[src/logic/rspm_pkg.sv]
// What this block does
// Data and clock pins float until software writes the data config register.
// Strap at 0: internal decoder data goes to the MAC and the data pin.
// Outside observer samples the data pin on rising edges of the clock pin.
// Strap at 1: MAC takes pin data on each rising edge of the clock pin. The code takes nothing while the extended bus bit is set.
// Extended bus: data pin is user output 0, driven only while bus master.
// Internal recovered clock reaches MAC and pin, runs 5 bits past carrier.
// External decoder supplies its recovered clock on the clock pin.
// Carrier sense rises on first falling line edge, holds 1.5 bits past data.
package rspm_pkg;
  // ----------------------------------------------------------------
  // Register map (word index on the register port)
  // ----------------------------------------------------------------
  localparam int ADDR_W = 2;
  localparam int DATA_W = 16;
  localparam logic [ADDR_W-1:0] ADDR_CONFIG = 2'h0;
  localparam logic [ADDR_W-1:0] ADDR_CONFIG_2 = 2'h1;
  localparam logic [ADDR_W-1:0] ADDR_STATUS = 2'h2;
  localparam logic [DATA_W-1:0] CONFIG_RESET = 16'h0000;
  localparam logic [DATA_W-1:0] CONFIG_2_RESET = 16'h0000;
  // Field positions
  localparam int CFG_EXT_BUS_BIT = 15;
  localparam int CFG2_USER0_BIT = 0;
  localparam int CFG2_USER1_BIT = 1;
  localparam int ST_CARRIER_BIT = 0;
  localparam int ST_STRAP_BIT = 1;
  localparam int ST_CONFIGURED_BIT = 2;
  localparam int ST_OVERRUN_BIT = 3;
  localparam int ST_CLOCK_RUN_BIT = 4;
  // ----------------------------------------------------------------
  // Timing
  // ----------------------------------------------------------------
  localparam int CLK_PERIOD_NS = 10;
  localparam int BIT_TIME_NS = 100;
  localparam int CARRIER_HOLD_TENTH_BITS = 15;
  localparam int CLOCK_EXTEND_BITS = 5;
  localparam int CARRIER_HOLD_NS = CARRIER_HOLD_TENTH_BITS * BIT_TIME_NS / 10;
  localparam int CARRIER_HOLD_CYC = (CARRIER_HOLD_NS + CLK_PERIOD_NS - 1) / CLK_PERIOD_NS;
  localparam int CLOCK_EXTEND_NS = CLOCK_EXTEND_BITS * BIT_TIME_NS;
  localparam int CLOCK_EXTEND_CYC = (CLOCK_EXTEND_NS + CLK_PERIOD_NS - 1) / CLK_PERIOD_NS;
  localparam int CNT_W = 8;
  // ----------------------------------------------------------------
  // Data path
  // ----------------------------------------------------------------
  localparam int BYTE_W = 8;
  localparam int FIFO_DEPTH = 4;
  localparam int SYNC_W = 6;
  localparam logic [SYNC_W-1:0] SYNC_RESET = 6'h00;
endpackage : rspm_pkg

[src/logic/rspm_top.sv]
// The address map and strobed register access are this design's own decisions.
`timescale 1ns/10ps
module rspm_top (
  input wire logic sys_clk_i,                      // System clock, 100 MHz
  input wire logic rst_n_i,                        // Synchronous reset, active low
  input wire logic [rspm_pkg::ADDR_W-1:0] reg_addr_i, // Register word index
  input wire logic [rspm_pkg::DATA_W-1:0] reg_wdata_i, // Register write data
  input wire logic reg_wr_i,                       // Write strobe
  input wire logic reg_rd_i,                       // Read strobe
  output logic [rspm_pkg::DATA_W-1:0] reg_rdata_o, // Read data, cycle after strobe
  input wire logic external_decoder_select_i,      // Strap: 1 selects outside decoder
  input wire logic bus_master_i,                   // Device owns the system bus
  input wire logic rx_line_i,                      // Manchester line into the codec
  input wire logic rx_clock_internal_i,            // Clock recovered by manchester_codec
  input wire logic rx_data_internal_i,             // NRZ data from manchester_codec
  input wire logic rx_data_pin_i,                  // Data pin level
  output logic rx_data_pin_o,                      // Data pin drive value
  output logic rx_data_pin_oe_o,                   // Data pin driven
  input wire logic rx_clock_pin_i,                 // Clock pin level
  output logic rx_clock_pin_o,                     // Clock pin drive value
  output logic rx_clock_pin_oe_o,                  // Clock pin driven
  output logic carrier_sense_out_o,                // Carrier sense
  output logic [rspm_pkg::BYTE_W-1:0] mac_data_o,  // Received byte to MAC
  output logic mac_valid_o,                        // Byte present
  input wire logic mac_ready_i                     // MAC takes the byte
);
  import rspm_pkg::*;

  // ----------------------------------------------------------------
  // Input synchronisers
  // ----------------------------------------------------------------
  logic [SYNC_W-1:0] sync_raw;
  logic [SYNC_W-1:0] sync_meta;
  logic [SYNC_W-1:0] sync_q;
  logic [SYNC_W-1:0] sync_prev;
  assign sync_raw = {external_decoder_select_i, rx_line_i, rx_clock_internal_i,
                     rx_data_internal_i, rx_clock_pin_i, rx_data_pin_i};

  always_ff @(posedge sys_clk_i) begin
    if (!rst_n_i) begin
      sync_meta <= SYNC_RESET;
      sync_q <= SYNC_RESET;
      sync_prev <= SYNC_RESET;
    end else begin
      sync_meta <= sync_raw;
      sync_q <= sync_meta;
      sync_prev <= sync_q;
    end
  end

  logic strap;
  logic line_now;
  logic line_was;
  logic rec_clk;
  logic rec_clk_was;
  logic data_int;
  logic pin_clk;
  logic pin_clk_was;
  logic pin_data;
  assign strap = sync_q[5];
  assign line_now = sync_q[4];
  assign line_was = sync_prev[4];
  assign rec_clk = sync_q[3];
  assign rec_clk_was = sync_prev[3];
  assign data_int = sync_q[2];
  assign pin_clk = sync_q[1];
  assign pin_clk_was = sync_prev[1];
  assign pin_data = sync_q[0];

  // ----------------------------------------------------------------
  // Registers
  // ----------------------------------------------------------------
  logic [DATA_W-1:0] config_reg;
  logic [DATA_W-1:0] config_2_reg;
  logic configured;
  logic overrun;
  logic ext_bus;
  logic carrier;
  logic clock_run;
  logic wr_cfg;
  logic wr_cfg2;
  logic wr_status;
  logic set_overrun;
  assign wr_cfg = reg_wr_i && (reg_addr_i == ADDR_CONFIG);
  assign wr_cfg2 = reg_wr_i && (reg_addr_i == ADDR_CONFIG_2);
  assign wr_status = reg_wr_i && (reg_addr_i == ADDR_STATUS);
  assign ext_bus = config_reg[CFG_EXT_BUS_BIT];

  always_ff @(posedge sys_clk_i) begin
    if (!rst_n_i) begin
      config_reg <= CONFIG_RESET;
      config_2_reg <= CONFIG_2_RESET;
    end else begin
      if (wr_cfg) begin
        config_reg <= reg_wdata_i;
      end
      if (wr_cfg2) begin
        config_2_reg <= reg_wdata_i;
      end
    end
  end

  // Pins stay released until the first config write, whatever its value
  always_ff @(posedge sys_clk_i) begin
    if (!rst_n_i) begin
      configured <= 1'b0;
    end else if (wr_cfg) begin
      configured <= 1'b1;
    end
  end

  // Sticky overrun: a new loss in the clearing cycle keeps the flag set
  always_ff @(posedge sys_clk_i) begin
    if (!rst_n_i) begin
      overrun <= 1'b0;
    end else if (set_overrun) begin
      overrun <= 1'b1;
    end else if (wr_status && reg_wdata_i[ST_OVERRUN_BIT]) begin
      overrun <= 1'b0;
    end
  end

  logic [DATA_W-1:0] status_word;
  always_comb begin
    status_word = '0;
    status_word[ST_CARRIER_BIT] = carrier;
    status_word[ST_STRAP_BIT] = strap;
    status_word[ST_CONFIGURED_BIT] = configured;
    status_word[ST_OVERRUN_BIT] = overrun;
    status_word[ST_CLOCK_RUN_BIT] = clock_run;
  end

  always_ff @(posedge sys_clk_i) begin
    if (!rst_n_i) begin
      reg_rdata_o <= '0;
    end else if (reg_rd_i) begin
      unique case (reg_addr_i)
        ADDR_CONFIG: reg_rdata_o <= config_reg;
        ADDR_CONFIG_2: reg_rdata_o <= config_2_reg;
        ADDR_STATUS: reg_rdata_o <= status_word;
        default: reg_rdata_o <= '0;
      endcase
    end else begin
      reg_rdata_o <= '0;
    end
  end

  // ----------------------------------------------------------------
  // Carrier sense and recovered clock run time
  // ----------------------------------------------------------------
  logic line_edge;
  logic line_fall;
  logic [CNT_W-1:0] carrier_cnt;
  logic [CNT_W-1:0] extend_cnt;
  assign line_edge = line_now != line_was;
  assign line_fall = line_was && !line_now;

  // Any line transition retriggers the hold; only a falling one may start it
  always_ff @(posedge sys_clk_i) begin
    if (!rst_n_i) begin
      carrier <= 1'b0;
      carrier_cnt <= '0;
    end else if ((carrier && line_edge) || (!carrier && line_fall)) begin
      carrier <= 1'b1;
      carrier_cnt <= CNT_W'(CARRIER_HOLD_CYC);
    end else if (carrier_cnt > CNT_W'(1)) begin
      carrier_cnt <= carrier_cnt - 1'b1;
    end else begin
      carrier_cnt <= '0;
      carrier <= 1'b0;
    end
  end

  always_ff @(posedge sys_clk_i) begin
    if (!rst_n_i) begin
      extend_cnt <= '0;
    end else if (carrier) begin
      extend_cnt <= CNT_W'(CLOCK_EXTEND_CYC);
    end else if (extend_cnt != '0) begin
      extend_cnt <= extend_cnt - 1'b1;
    end
  end
  assign clock_run = carrier || (extend_cnt != '0);

  always_ff @(posedge sys_clk_i) begin
    if (!rst_n_i) begin
      carrier_sense_out_o <= 1'b0;
    end else begin
      carrier_sense_out_o <= carrier;
    end
  end

  // ----------------------------------------------------------------
  // Pin drivers
  // ----------------------------------------------------------------
  // Data and clock leave through the same flop depth, so the data edge
  // stays a full half bit clear of the rising clock edge seen outside
  logic gated_clk;
  assign gated_clk = rec_clk && clock_run;

  always_ff @(posedge sys_clk_i) begin
    if (!rst_n_i) begin
      rx_data_pin_o <= 1'b0;
      rx_data_pin_oe_o <= 1'b0;
    end else if (!configured) begin
      rx_data_pin_o <= 1'b0;
      rx_data_pin_oe_o <= 1'b0;
    end else if (ext_bus) begin
      rx_data_pin_o <= config_2_reg[CFG2_USER0_BIT];
      rx_data_pin_oe_o <= bus_master_i;
    end else if (!strap) begin
      rx_data_pin_o <= data_int;
      rx_data_pin_oe_o <= 1'b1;
    end else begin
      rx_data_pin_o <= 1'b0;
      rx_data_pin_oe_o <= 1'b0;
    end
  end

  always_ff @(posedge sys_clk_i) begin
    if (!rst_n_i) begin
      rx_clock_pin_o <= 1'b0;
      rx_clock_pin_oe_o <= 1'b0;
    end else if (!configured) begin
      rx_clock_pin_o <= 1'b0;
      rx_clock_pin_oe_o <= 1'b0;
    end else if (ext_bus) begin
      rx_clock_pin_o <= config_2_reg[CFG2_USER1_BIT];
      rx_clock_pin_oe_o <= bus_master_i;
    end else if (!strap) begin
      rx_clock_pin_o <= gated_clk;
      rx_clock_pin_oe_o <= 1'b1;
    end else begin
      rx_clock_pin_o <= 1'b0;
      rx_clock_pin_oe_o <= 1'b0;
    end
  end

  // ----------------------------------------------------------------
  // MAC capture: one bit per rising edge of the selected clock
  // ----------------------------------------------------------------
  logic cap_strobe;
  logic cap_bit;
  logic [BYTE_W-1:0] shift;
  logic [2:0] bit_cnt;
  logic byte_valid;
  logic [BYTE_W-1:0] byte_data;
  logic fifo_in_ready;
  // With the extended bus the data pin is an output and carries no frame
  assign cap_strobe = strap ? (!ext_bus && pin_clk && !pin_clk_was)
                            : (clock_run && rec_clk && !rec_clk_was);
  assign cap_bit = strap ? pin_data : data_int;

  // First bit on the wire lands in bit 0; a new internal-decoder frame restarts alignment
  always_ff @(posedge sys_clk_i) begin
    if (!rst_n_i) begin
      shift <= '0;
      bit_cnt <= '0;
      byte_valid <= 1'b0;
      byte_data <= '0;
    end else begin
      byte_valid <= 1'b0;
      if (cap_strobe) begin
        shift <= {cap_bit, shift[BYTE_W-1:1]};
        bit_cnt <= bit_cnt + 1'b1;
        if (bit_cnt == 3'h7) begin
          byte_data <= {cap_bit, shift[BYTE_W-1:1]};
          byte_valid <= 1'b1;
        end
      end else if (!strap && !clock_run) begin
        bit_cnt <= '0;
      end
    end
  end

  // The serial stream cannot be paused, so a full buffer loses the byte
  assign set_overrun = byte_valid && !fifo_in_ready;

  logic [BYTE_W-1:0] fifo_data;
  logic fifo_valid;
  logic fifo_take;
  assign fifo_take = !mac_valid_o || mac_ready_i;

  rspm_fifo #(
    .WIDTH(BYTE_W),
    .DEPTH(FIFO_DEPTH)
  ) u_fifo (
    .sys_clk_i(sys_clk_i),
    .rst_n_i(rst_n_i),
    .in_data_i(byte_data),
    .in_valid_i(byte_valid),
    .in_ready_o(fifo_in_ready),
    .out_data_o(fifo_data),
    .out_valid_o(fifo_valid),
    .out_ready_i(fifo_take)
  );

  // Output stage keeps the MAC outputs straight off flops
  always_ff @(posedge sys_clk_i) begin
    if (!rst_n_i) begin
      mac_data_o <= '0;
      mac_valid_o <= 1'b0;
    end else if (fifo_take) begin
      mac_data_o <= fifo_data;
      mac_valid_o <= fifo_valid;
    end
  end
endmodule : rspm_top

[src/logic/rspm_fifo.sv]
`timescale 1ns/10ps
module rspm_fifo #(
  parameter int WIDTH = 8,
  parameter int DEPTH = 4
) (
  input wire logic sys_clk_i,           // System clock
  input wire logic rst_n_i,             // Synchronous reset, active low
  input wire logic [WIDTH-1:0] in_data_i, // Word to store
  input wire logic in_valid_i,          // Word offered
  output logic in_ready_o,              // Room for a word
  output logic [WIDTH-1:0] out_data_o,  // Oldest word
  output logic out_valid_o,             // Oldest word present
  input wire logic out_ready_i          // Drain side takes the word
);
  localparam int PTR_W = $clog2(DEPTH);
  logic [WIDTH-1:0] mem [DEPTH];
  logic [PTR_W-1:0] wr_ptr;
  logic [PTR_W-1:0] rd_ptr;
  logic [PTR_W:0] count;
  logic do_push;
  logic do_pop;

  assign in_ready_o = (count != (PTR_W+1)'(DEPTH));
  assign out_valid_o = (count != '0);
  assign out_data_o = mem[rd_ptr];
  assign do_push = in_valid_i && in_ready_o;
  assign do_pop = out_valid_o && out_ready_i;

  always_ff @(posedge sys_clk_i) begin
    if (do_push) begin
      mem[wr_ptr] <= in_data_i;
    end
  end

  always_ff @(posedge sys_clk_i) begin
    if (!rst_n_i) begin
      wr_ptr <= '0;
      rd_ptr <= '0;
      count <= '0;
    end else begin
      if (do_push) begin
        wr_ptr <= (wr_ptr == PTR_W'(DEPTH-1)) ? '0 : wr_ptr + 1'b1;
      end
      if (do_pop) begin
        rd_ptr <= (rd_ptr == PTR_W'(DEPTH-1)) ? '0 : rd_ptr + 1'b1;
      end
      count <= count + (PTR_W+1)'(do_push) - (PTR_W+1)'(do_pop);
    end
  end
endmodule : rspm_fifo

[config.mk]
export PLATFORM = sky130hd
export DESIGN_NAME = rspm_top
export DESIGN_NICKNAME = d
export VERILOG_FILES = /design/src/logic/rspm_pkg.sv /design/src/logic/rspm_top.sv /design/src/logic/rspm_fifo.sv
export SDC_FILE = /design/constraint.sdc
export NUM_CORES = 1
export LEC_CHECK = 0
export BUFFER_PORTS_ARGS = -buffer_cell sky130_fd_sc_hd__buf_2
export CORE_UTILIZATION = 37
export DETAILED_ROUTE_END_ITERATION = 10
export PLACE_DENSITY = 0.56
export SLEW_MARGIN = 20
export SYNTH_ARGS = -nofsm -noshare
export SYNTH_HDL_FRONTEND = slang
export SYNTH_SLANG_ARGS = --single-unit
[constraint.sdc]
create_clock -name sys_clk_i -period 4.75 [get_ports sys_clk_i]
set_input_delay 1.1875 -clock sys_clk_i [delete_from_list [all_inputs] [get_ports sys_clk_i]]
set_output_delay 1.1875 -clock sys_clk_i [all_outputs]
set_load 0.05 [all_outputs]
=== Yosys cells after proc, flatten, opt, wreduce, memory -nomap -nowiden ===
Memories as Yosys holds them, arrays and structs flattened. A register that Yosys moved wholly into a read port is not among the register bits.
Cells that the tools add are included.

* Logic and storage cells: 108
* Bits in registers: 116
* Bits of input ports: 30
* Memories: 1
* Output and inout port bits: 30
* Memory bits (writable): 32

* Add/subtract/negate cells: 7
* Reductions and logical operators: 40
* Mux-type cells: 24
* Magnitude comparators: 1
* Equal/unequal tests: 8
* Bitwise logic cells: 2

{| class="wikitable"
|+ Memory list
! name !! words !! bits a word !! read ports !! clocked after memory_dff !! write ports !! RTL line !! text
|-
| u_fifo.mem || 4 || 8 || 1 || 1 || 1 || rspm_fifo.sv:16 || <nowiki>logic [WIDTH-1:0] mem [DEPTH];</nowiki>
|}

{| class="wikitable"
|+ Operators by type and width
! operator !! number
|-
| 16-bit one-hot mux with 3 select lines || 1
|-
| 8-bit by 1-bit subtractor with 8-bit output, second input constant || 2
|-
| 1-bit logical AND || 15
|-
| 1-bit two-way mux || 15
|-
| 6-bit two-way mux || 2
|-
| 1-bit zero test || 10
|-
| 8-bit by 1-bit > comparator with 1-bit output, second input constant || 1
|-
| 4-bit two-way mux || 2
|-
| 2-bit AND reduction || 4
|-
| 8-bit nonzero test || 1
|-
| 2-bit equality test, second input constant || 3
|-
| 3-bit two-way mux || 2
|-
| 2-bit nonzero test || 3
|-
| 2-bit by 1-bit adder with 2-bit output, second input constant || 2
|-
| 2-bit two-way mux || 2
|-
| 3-bit by 1-bit adder with 3-bit output || 1
|-
| 3-bit by 1-bit adder with 3-bit output, second input constant || 1
|-
| 3-bit equality test, second input constant || 1
|-
| 1-bit logical OR || 3
|-
| 3-bit != test, second input constant || 1
|-
| 3-bit nonzero test || 1
|-
| 3-bit OR reduction || 1
|-
| 3-bit by 1-bit subtractor with 3-bit output || 1
|-
| 2-bit by 1-bit equality test with 1-bit output, second input constant || 1
|-
| other kinds (5) || 6
|}

=== Logic depth before layout (Yosys ltp) ===
* Depth after elaboration: 6
* Gate-level depth with buffers: 10
* Gate-level depth less buffers: 10

=== Hierarchy ===
A second synthesis with hierarchy kept.

* Cell total of the unflattened synthesis: 563
* Area, all modules: 5,894.4 µm²

{| class="wikitable"
|+ By module, submodules not included
! module !! sequential area each (µm²) !! area each (µm²) !! instances !! cells an instance
|-
| rspm_top || 2,282.2 || 4,255.3 || 1 || 469
|-
| rspm_fifo || 1,141.1 || 1,639.1 || 1 || 94
|}

=== Worst setup path after synthesis ===
No wires, ideal clock.

* Path type: input to register
* Start point: in mac_ready_i
* End point: reg u_fifo.count[2]
* Data arrival time: 2.587 ns
* Buffers on the path: 0
* Path slack: 2.036 ns
* Library setup time: 0.128 ns
* Stages on the path: 10
* Required time: 4.622 ns
* Cell sequence: nor2b_1 -> nor2_1 -> ha_1 -> inv_1 -> ha_1 -> inv_1 -> fa_1 -> xor2_1 -> xnor2_1 -> nor2_1

* Longest elaborated chain between the ends: 3

{| class="wikitable"
|+ Ends and longest elaborated chain
! item !! RTL line !! text
|-
| start, declared || rspm_top.sv:25 || <nowiki>input wire logic mac_ready_i</nowiki>
|-
| 1-bit logical OR || rspm_top.sv:282 || <nowiki>assign fifo_take = !mac_valid_o || mac_ready_i;</nowiki>
|-
| 1-bit logical AND || rspm_fifo.sv:27 || <nowiki>assign do_pop = out_valid_o && out_ready_i;</nowiki>
|-
| named net u_fifo.do_pop || rspm_fifo.sv:21 || <nowiki>logic do_pop;</nowiki>
|-
| 3-bit by 1-bit subtractor with 3-bit output || rspm_fifo.sv:47 || <nowiki>count <= count + (PTR_W+1)'(do_push) - (PTR_W+1)'(do_pop);</nowiki>
|-
| end signal, assigned || rspm_fifo.sv:47 ||
|-
| end, declared || rspm_fifo.sv:19 || <nowiki>logic [PTR_W:0] count;</nowiki>
|}

The timed path passes the listed nets, and every way through them passes these cells.
A chain may end at the register's enable or synchronous reset.

=== Worst setup path in the final report ===
Same ends and word-level chain as after synthesis.

==> impl_summary.md <==
Setup path
The worst register-to-register path begins at mac_valid_o. The cell count of the worst reg-to-reg path is 10. STA puts the critical path data required time at 5.03 ns. The worst setup path category is in2reg. The biggest cell delay along the critical path is 0.51 ns. The highest fanout seen on the critical path is 11. The minimum setup slack among reg-to-reg paths is 2.25 ns. The nature of the critical path startpoint is an input pin. Together, buffers and inverters on the worst path number 3.

The signal on the critical path passes through buf_2 -> nor2b_1 -> nor2_1 -> ha_1 -> inv_1 -> ha_1 -> inv_1 -> fa_1 -> xor2_1 -> xnor2_1 -> nor2_1. The kind of cell with the highest combined delay along the critical path is adder cells. The critical path endpoint category is a flop. On the critical path, the stage with the largest delay is an instance of nor2b_1. At the worst endpoint, the arrival time is 3.28 ns.

The worst register-to-register path ends at u_fifo.count[2].

Logic synthesis
For this run, the number of Yosys warnings is 0. The sequential-to-total area share from yosys stat is roughly 58%. The average instance area after synthesis is between 10 and 15 sq um. After synthesis the cells add up to 5871 sq um. In the synthesized netlist the dominant register cell turns out to be dfxtp_1. Synthesis produced a netlist with a net count of 600. The post-synthesis instance total is 555.

The proportion of synthesized flip-flops having asynchronous set or reset is 0%. The number of different library cells used by synthesis comes to 53. The number of flops mapped to enable cells by yosys is 32. The synthesized design contains around 150 register bits.

Cells and area
Of the cells placed in the final design, the portion with a size suffix greater than 1 is 18.64%. The number of antenna diodes is 0. The area of combinational cells with multiple inputs is 2297 sq um.

The growth of design area from synthesis to finish is 16.94%. The sequential cells in the finished layout cover a total of around 3400 sq um. The number of nets in the final layout is 649. Counting flops per register, the top entry is u_fifo.mem.

The filler cells instantiated in the layout total 1,448. The flip-flop count of the largest register after layout is 32. The cell area after layout is 6865 sq um.

STA
After layout, the minimum clock period comes to roughly 3 ns. For the final routed database, the setup TNS stands at 0 ns. At the pin with the least slew margin, the transition time is 0.8113 ns. The final number of setup-violating endpoints is 0. The peak clock frequency supported by timing is 333.3 MHz.

Headroom to the max-slew limit came out at 45.85%. The number of pins exceeding their max-slew limit in the final report is 0. The number of hold-slack violations in the final timing report came to 0. For the final database, setup skew stands at 0.007208 ns. Setup repair after global routing left no endpoint under its margin. The post-route clock period utilization is 63.16%.

Placement
Summed over all nets, the half-perimeter wirelength after detailed placement is 7603 um. The placed instances occupy a cell area of 6296 sq um. At the end of routability-driven placement, the weighted congestion stood at roughly 0.76. The quantity of I/O buffers inserted on ports is 59.

Pwr
The switching power of the nets is 932.9 uW. The logic gate share of total power is 15.7%. The standby leakage power is 2.703 nW. The share of total power consumed by net switching is between 20% and 30%. In this run the power density over the cells is 481.9 nW/um^2. Sequential cells account for 45.7% of the total power.

The design draws 3.309 mW. The clock network accounts for 38.6% of the total power. The maximum vdd drop is approximately 0.00036 V. The internal power of the cells is between 2 and 2.5 mW.

Worst hold path
The origin of the worst min-delay path is sync_meta[5]. The kind of path behind the tightest hold check is reg2reg. The hold-critical path endpoint is sync_q[5].

Along the worst hold path, the cell count comes to 1.

Clock tree
The number of buffers inserted during clock tree synthesis is 17. Buffers added to address setup during post-CTS repair amount to 0. Clock latency on the worst-skew pair, taken at its later pin, is between 0.4 and 0.5 ns. The clock net in this run drives a total of 153 sinks.

The total of cells resized after clock tree synthesis is 0. The count of hold-fix buffers inserted at cts is 0. The clock tree from TritonCTS is done. The master cell of the clock root buffer is clkbuf_16. After clock tree synthesis, the clock-pin slew on the worst setup and hold paths is 0.06 ns. In this run the deepest clock path goes through 2 buffers. The H-tree was split into 4 levels.

GRT
The number of global-route vias before repair is 3,789. Summed over all layers, the global routing overflow is 0. Global routing consumed, over all layers together, 14.75% of the routing resources.

The initial antenna violation count is 0. The first global-routing pass estimated approximately 18,000 um of wire. Entering global routing, the biggest net connects 56 pins.

Drt
The detailed-router iteration count before antenna repair is 4. For this block, the via count after detailed routing is between 3,000 and 4,000. In this run the remaining antenna-violating nets after routing total 0.

The via-per-instance ratio is 4.688. After detailed routing, the average wire length per cell comes to roughly 14 um. The number of DRC violations after detailed-routing iteration 0 is 189. The highest layer touched by signal routing is met4. The amount of wire on met3 after detailed routing is approximately 500 um.

The number of remaining DRC errors is 0. The amount of wire on met2 after detailed routing is 5388 um. After detailed routing, the wire length on met1 is roughly 5200 um. The final layout contains routed wiring with a total length of 11,200 um.

Floorplan
The area of the core region is 15,370 sq um. The overall die width is between 100 and 150 um. The floorplan has 45 rows. The number of I/O pins is 60. The die covers 16,370 sq um. In this run the vertical extent of the chip is 128.0 um. For this configuration, the core starts out at a cell density of 38.19%.

Outcome
The flow ran to the end, and the final reports show no timing, DRC or antenna violations.

Job
The max-cap violation count is 0.
-- cells by family after synthesis --
family	after synthesis	synth area share (%)
fa+ha+maj	15	3.325
flops	153	57.63
xor+xnor	13	1.939
compound gates	78	8.035
buf+inv	43	3.346
simple gates	209	16.52
mux	44	9.207
-- layout by cell type (no fill, tap or decap), types with 3 or more instances in the layout --
cell       Yosys  routed
o311ai_0       3       3
ha_1          14      14
nor3_1        10      10
or3b_2         3       3
xnor2_1        8       8
inv_1         13      13
and2_1        19      19
inv_6          0       3
nor2_1        49      49
dfxtp_1      121     121
mux4_2         8       8
a21oi_1       54      54
edfxtp_1      32      32
clkbuf_16      0      17
nand3_1        4       4
clkinv_2       0       3
xor2_1         5       5
clkinv_4       0       4
mux2i_1       36      36
nand2_1      105     105
o21ai_0        7       7
buf_2          6      59
-- area by class of cell --
cell class	count	area share, %
timing repair buffer	60	4.410
tap	211	3.845
sequential	153	49.28
clock buffer	17	6.196
multi-input combinational	359	33.46
clock inverter	15	2.096
inverter	13	0.7108
-- stage by stage --
| stage | instances | hold slack (ns) | setup slack [ns] | utilization [%] |
|---|---|---|---|---|
| 6_report | 828 | 0.4346 | 1.750 | 44.66 |
| 5_1_grt | 828 | 0.4561 | 1.628 | 44.66 |
| 4_1_cts | 828 | 0.4338 | 1.734 | 44.66 |
| 3_5_place_dp | 796 | 0.4190 | 1.288 | 40.96 |
| 3_3_place_gp | 796 | 0.4157 | 1.370 | 40.92 |
| 2_1_floorplan | 555 | 0.4119 | 2.036 | - |
-- synthesized netlist by cell type (all sizes together) (4+ instances only) --
master / n / area [sq um]
xnor2: 8 / 70.07
mux2i: 36 / 360.4
o21ai: 8 / 51.30
nor3: 10 / 50.05
buf: 11 / 76.33
xor2: 5 / 43.79
and2: 19 / 118.9
nor2: 49 / 183.9
or3b: 4 / 37.54
inv: 13 / 48.80
a21oi: 54 / 270.3
dfxtp: 121 / 2422
clkbuf: 19 / 71.32
nand2: 105 / 394.1
edfxtp: 32 / 960.9
nand3: 4 / 20.02
mux4: 8 / 180.2
ha: 14 / 175.2
-- power by group through the flow --
| stage | sequential, mW | clock [mW] | combinational [mW] |
|---|---|---|---|
| after CTS | 1.51 | 1.31 | 0.527 |
| after global routing | 1.52 | 1.37 | 0.594 |
| after floorplan | 1.53 | 0 | 0.418 |
| after detailed placement | 1.54 | 0 | 0.524 |
| final | 1.51 | 1.28 | 0.520 |
| after global placement | 1.54 | 0 | 0.511 |
-- routing by layer --
| metal | track usage [%] | up-vias |
|---|---|---|
| met1 | 17.95 | 1817 |
| met3 | 4.508 | 11 |
| met5 | 0 | - |
| li1 | - | 1970 |
| met4 | 5.190 | 0 |
| met2 | 24.68 | 84 |
-- worst max path at each step --
stage / depth (start not counted) / slack (ns) / to / start
5_1_grt: 11 / 1.63 / u_fifo.count[2] / mac_ready_i
2_1_floorplan: 10 / 2.04 / u_fifo.count[2] / mac_ready_i
6_report: 11 / 1.75 / u_fifo.count[2] / mac_ready_i
4_1_cts: 11 / 1.73 / u_fifo.count[2] / mac_ready_i
3_5_place_dp: 11 / 1.29 / u_fifo.count[2] / mac_ready_i
3_3_place_gp: 11 / 1.37 / u_fifo.count[2] / mac_ready_i
No activity file was read; power rests on OpenSTA's default activity.
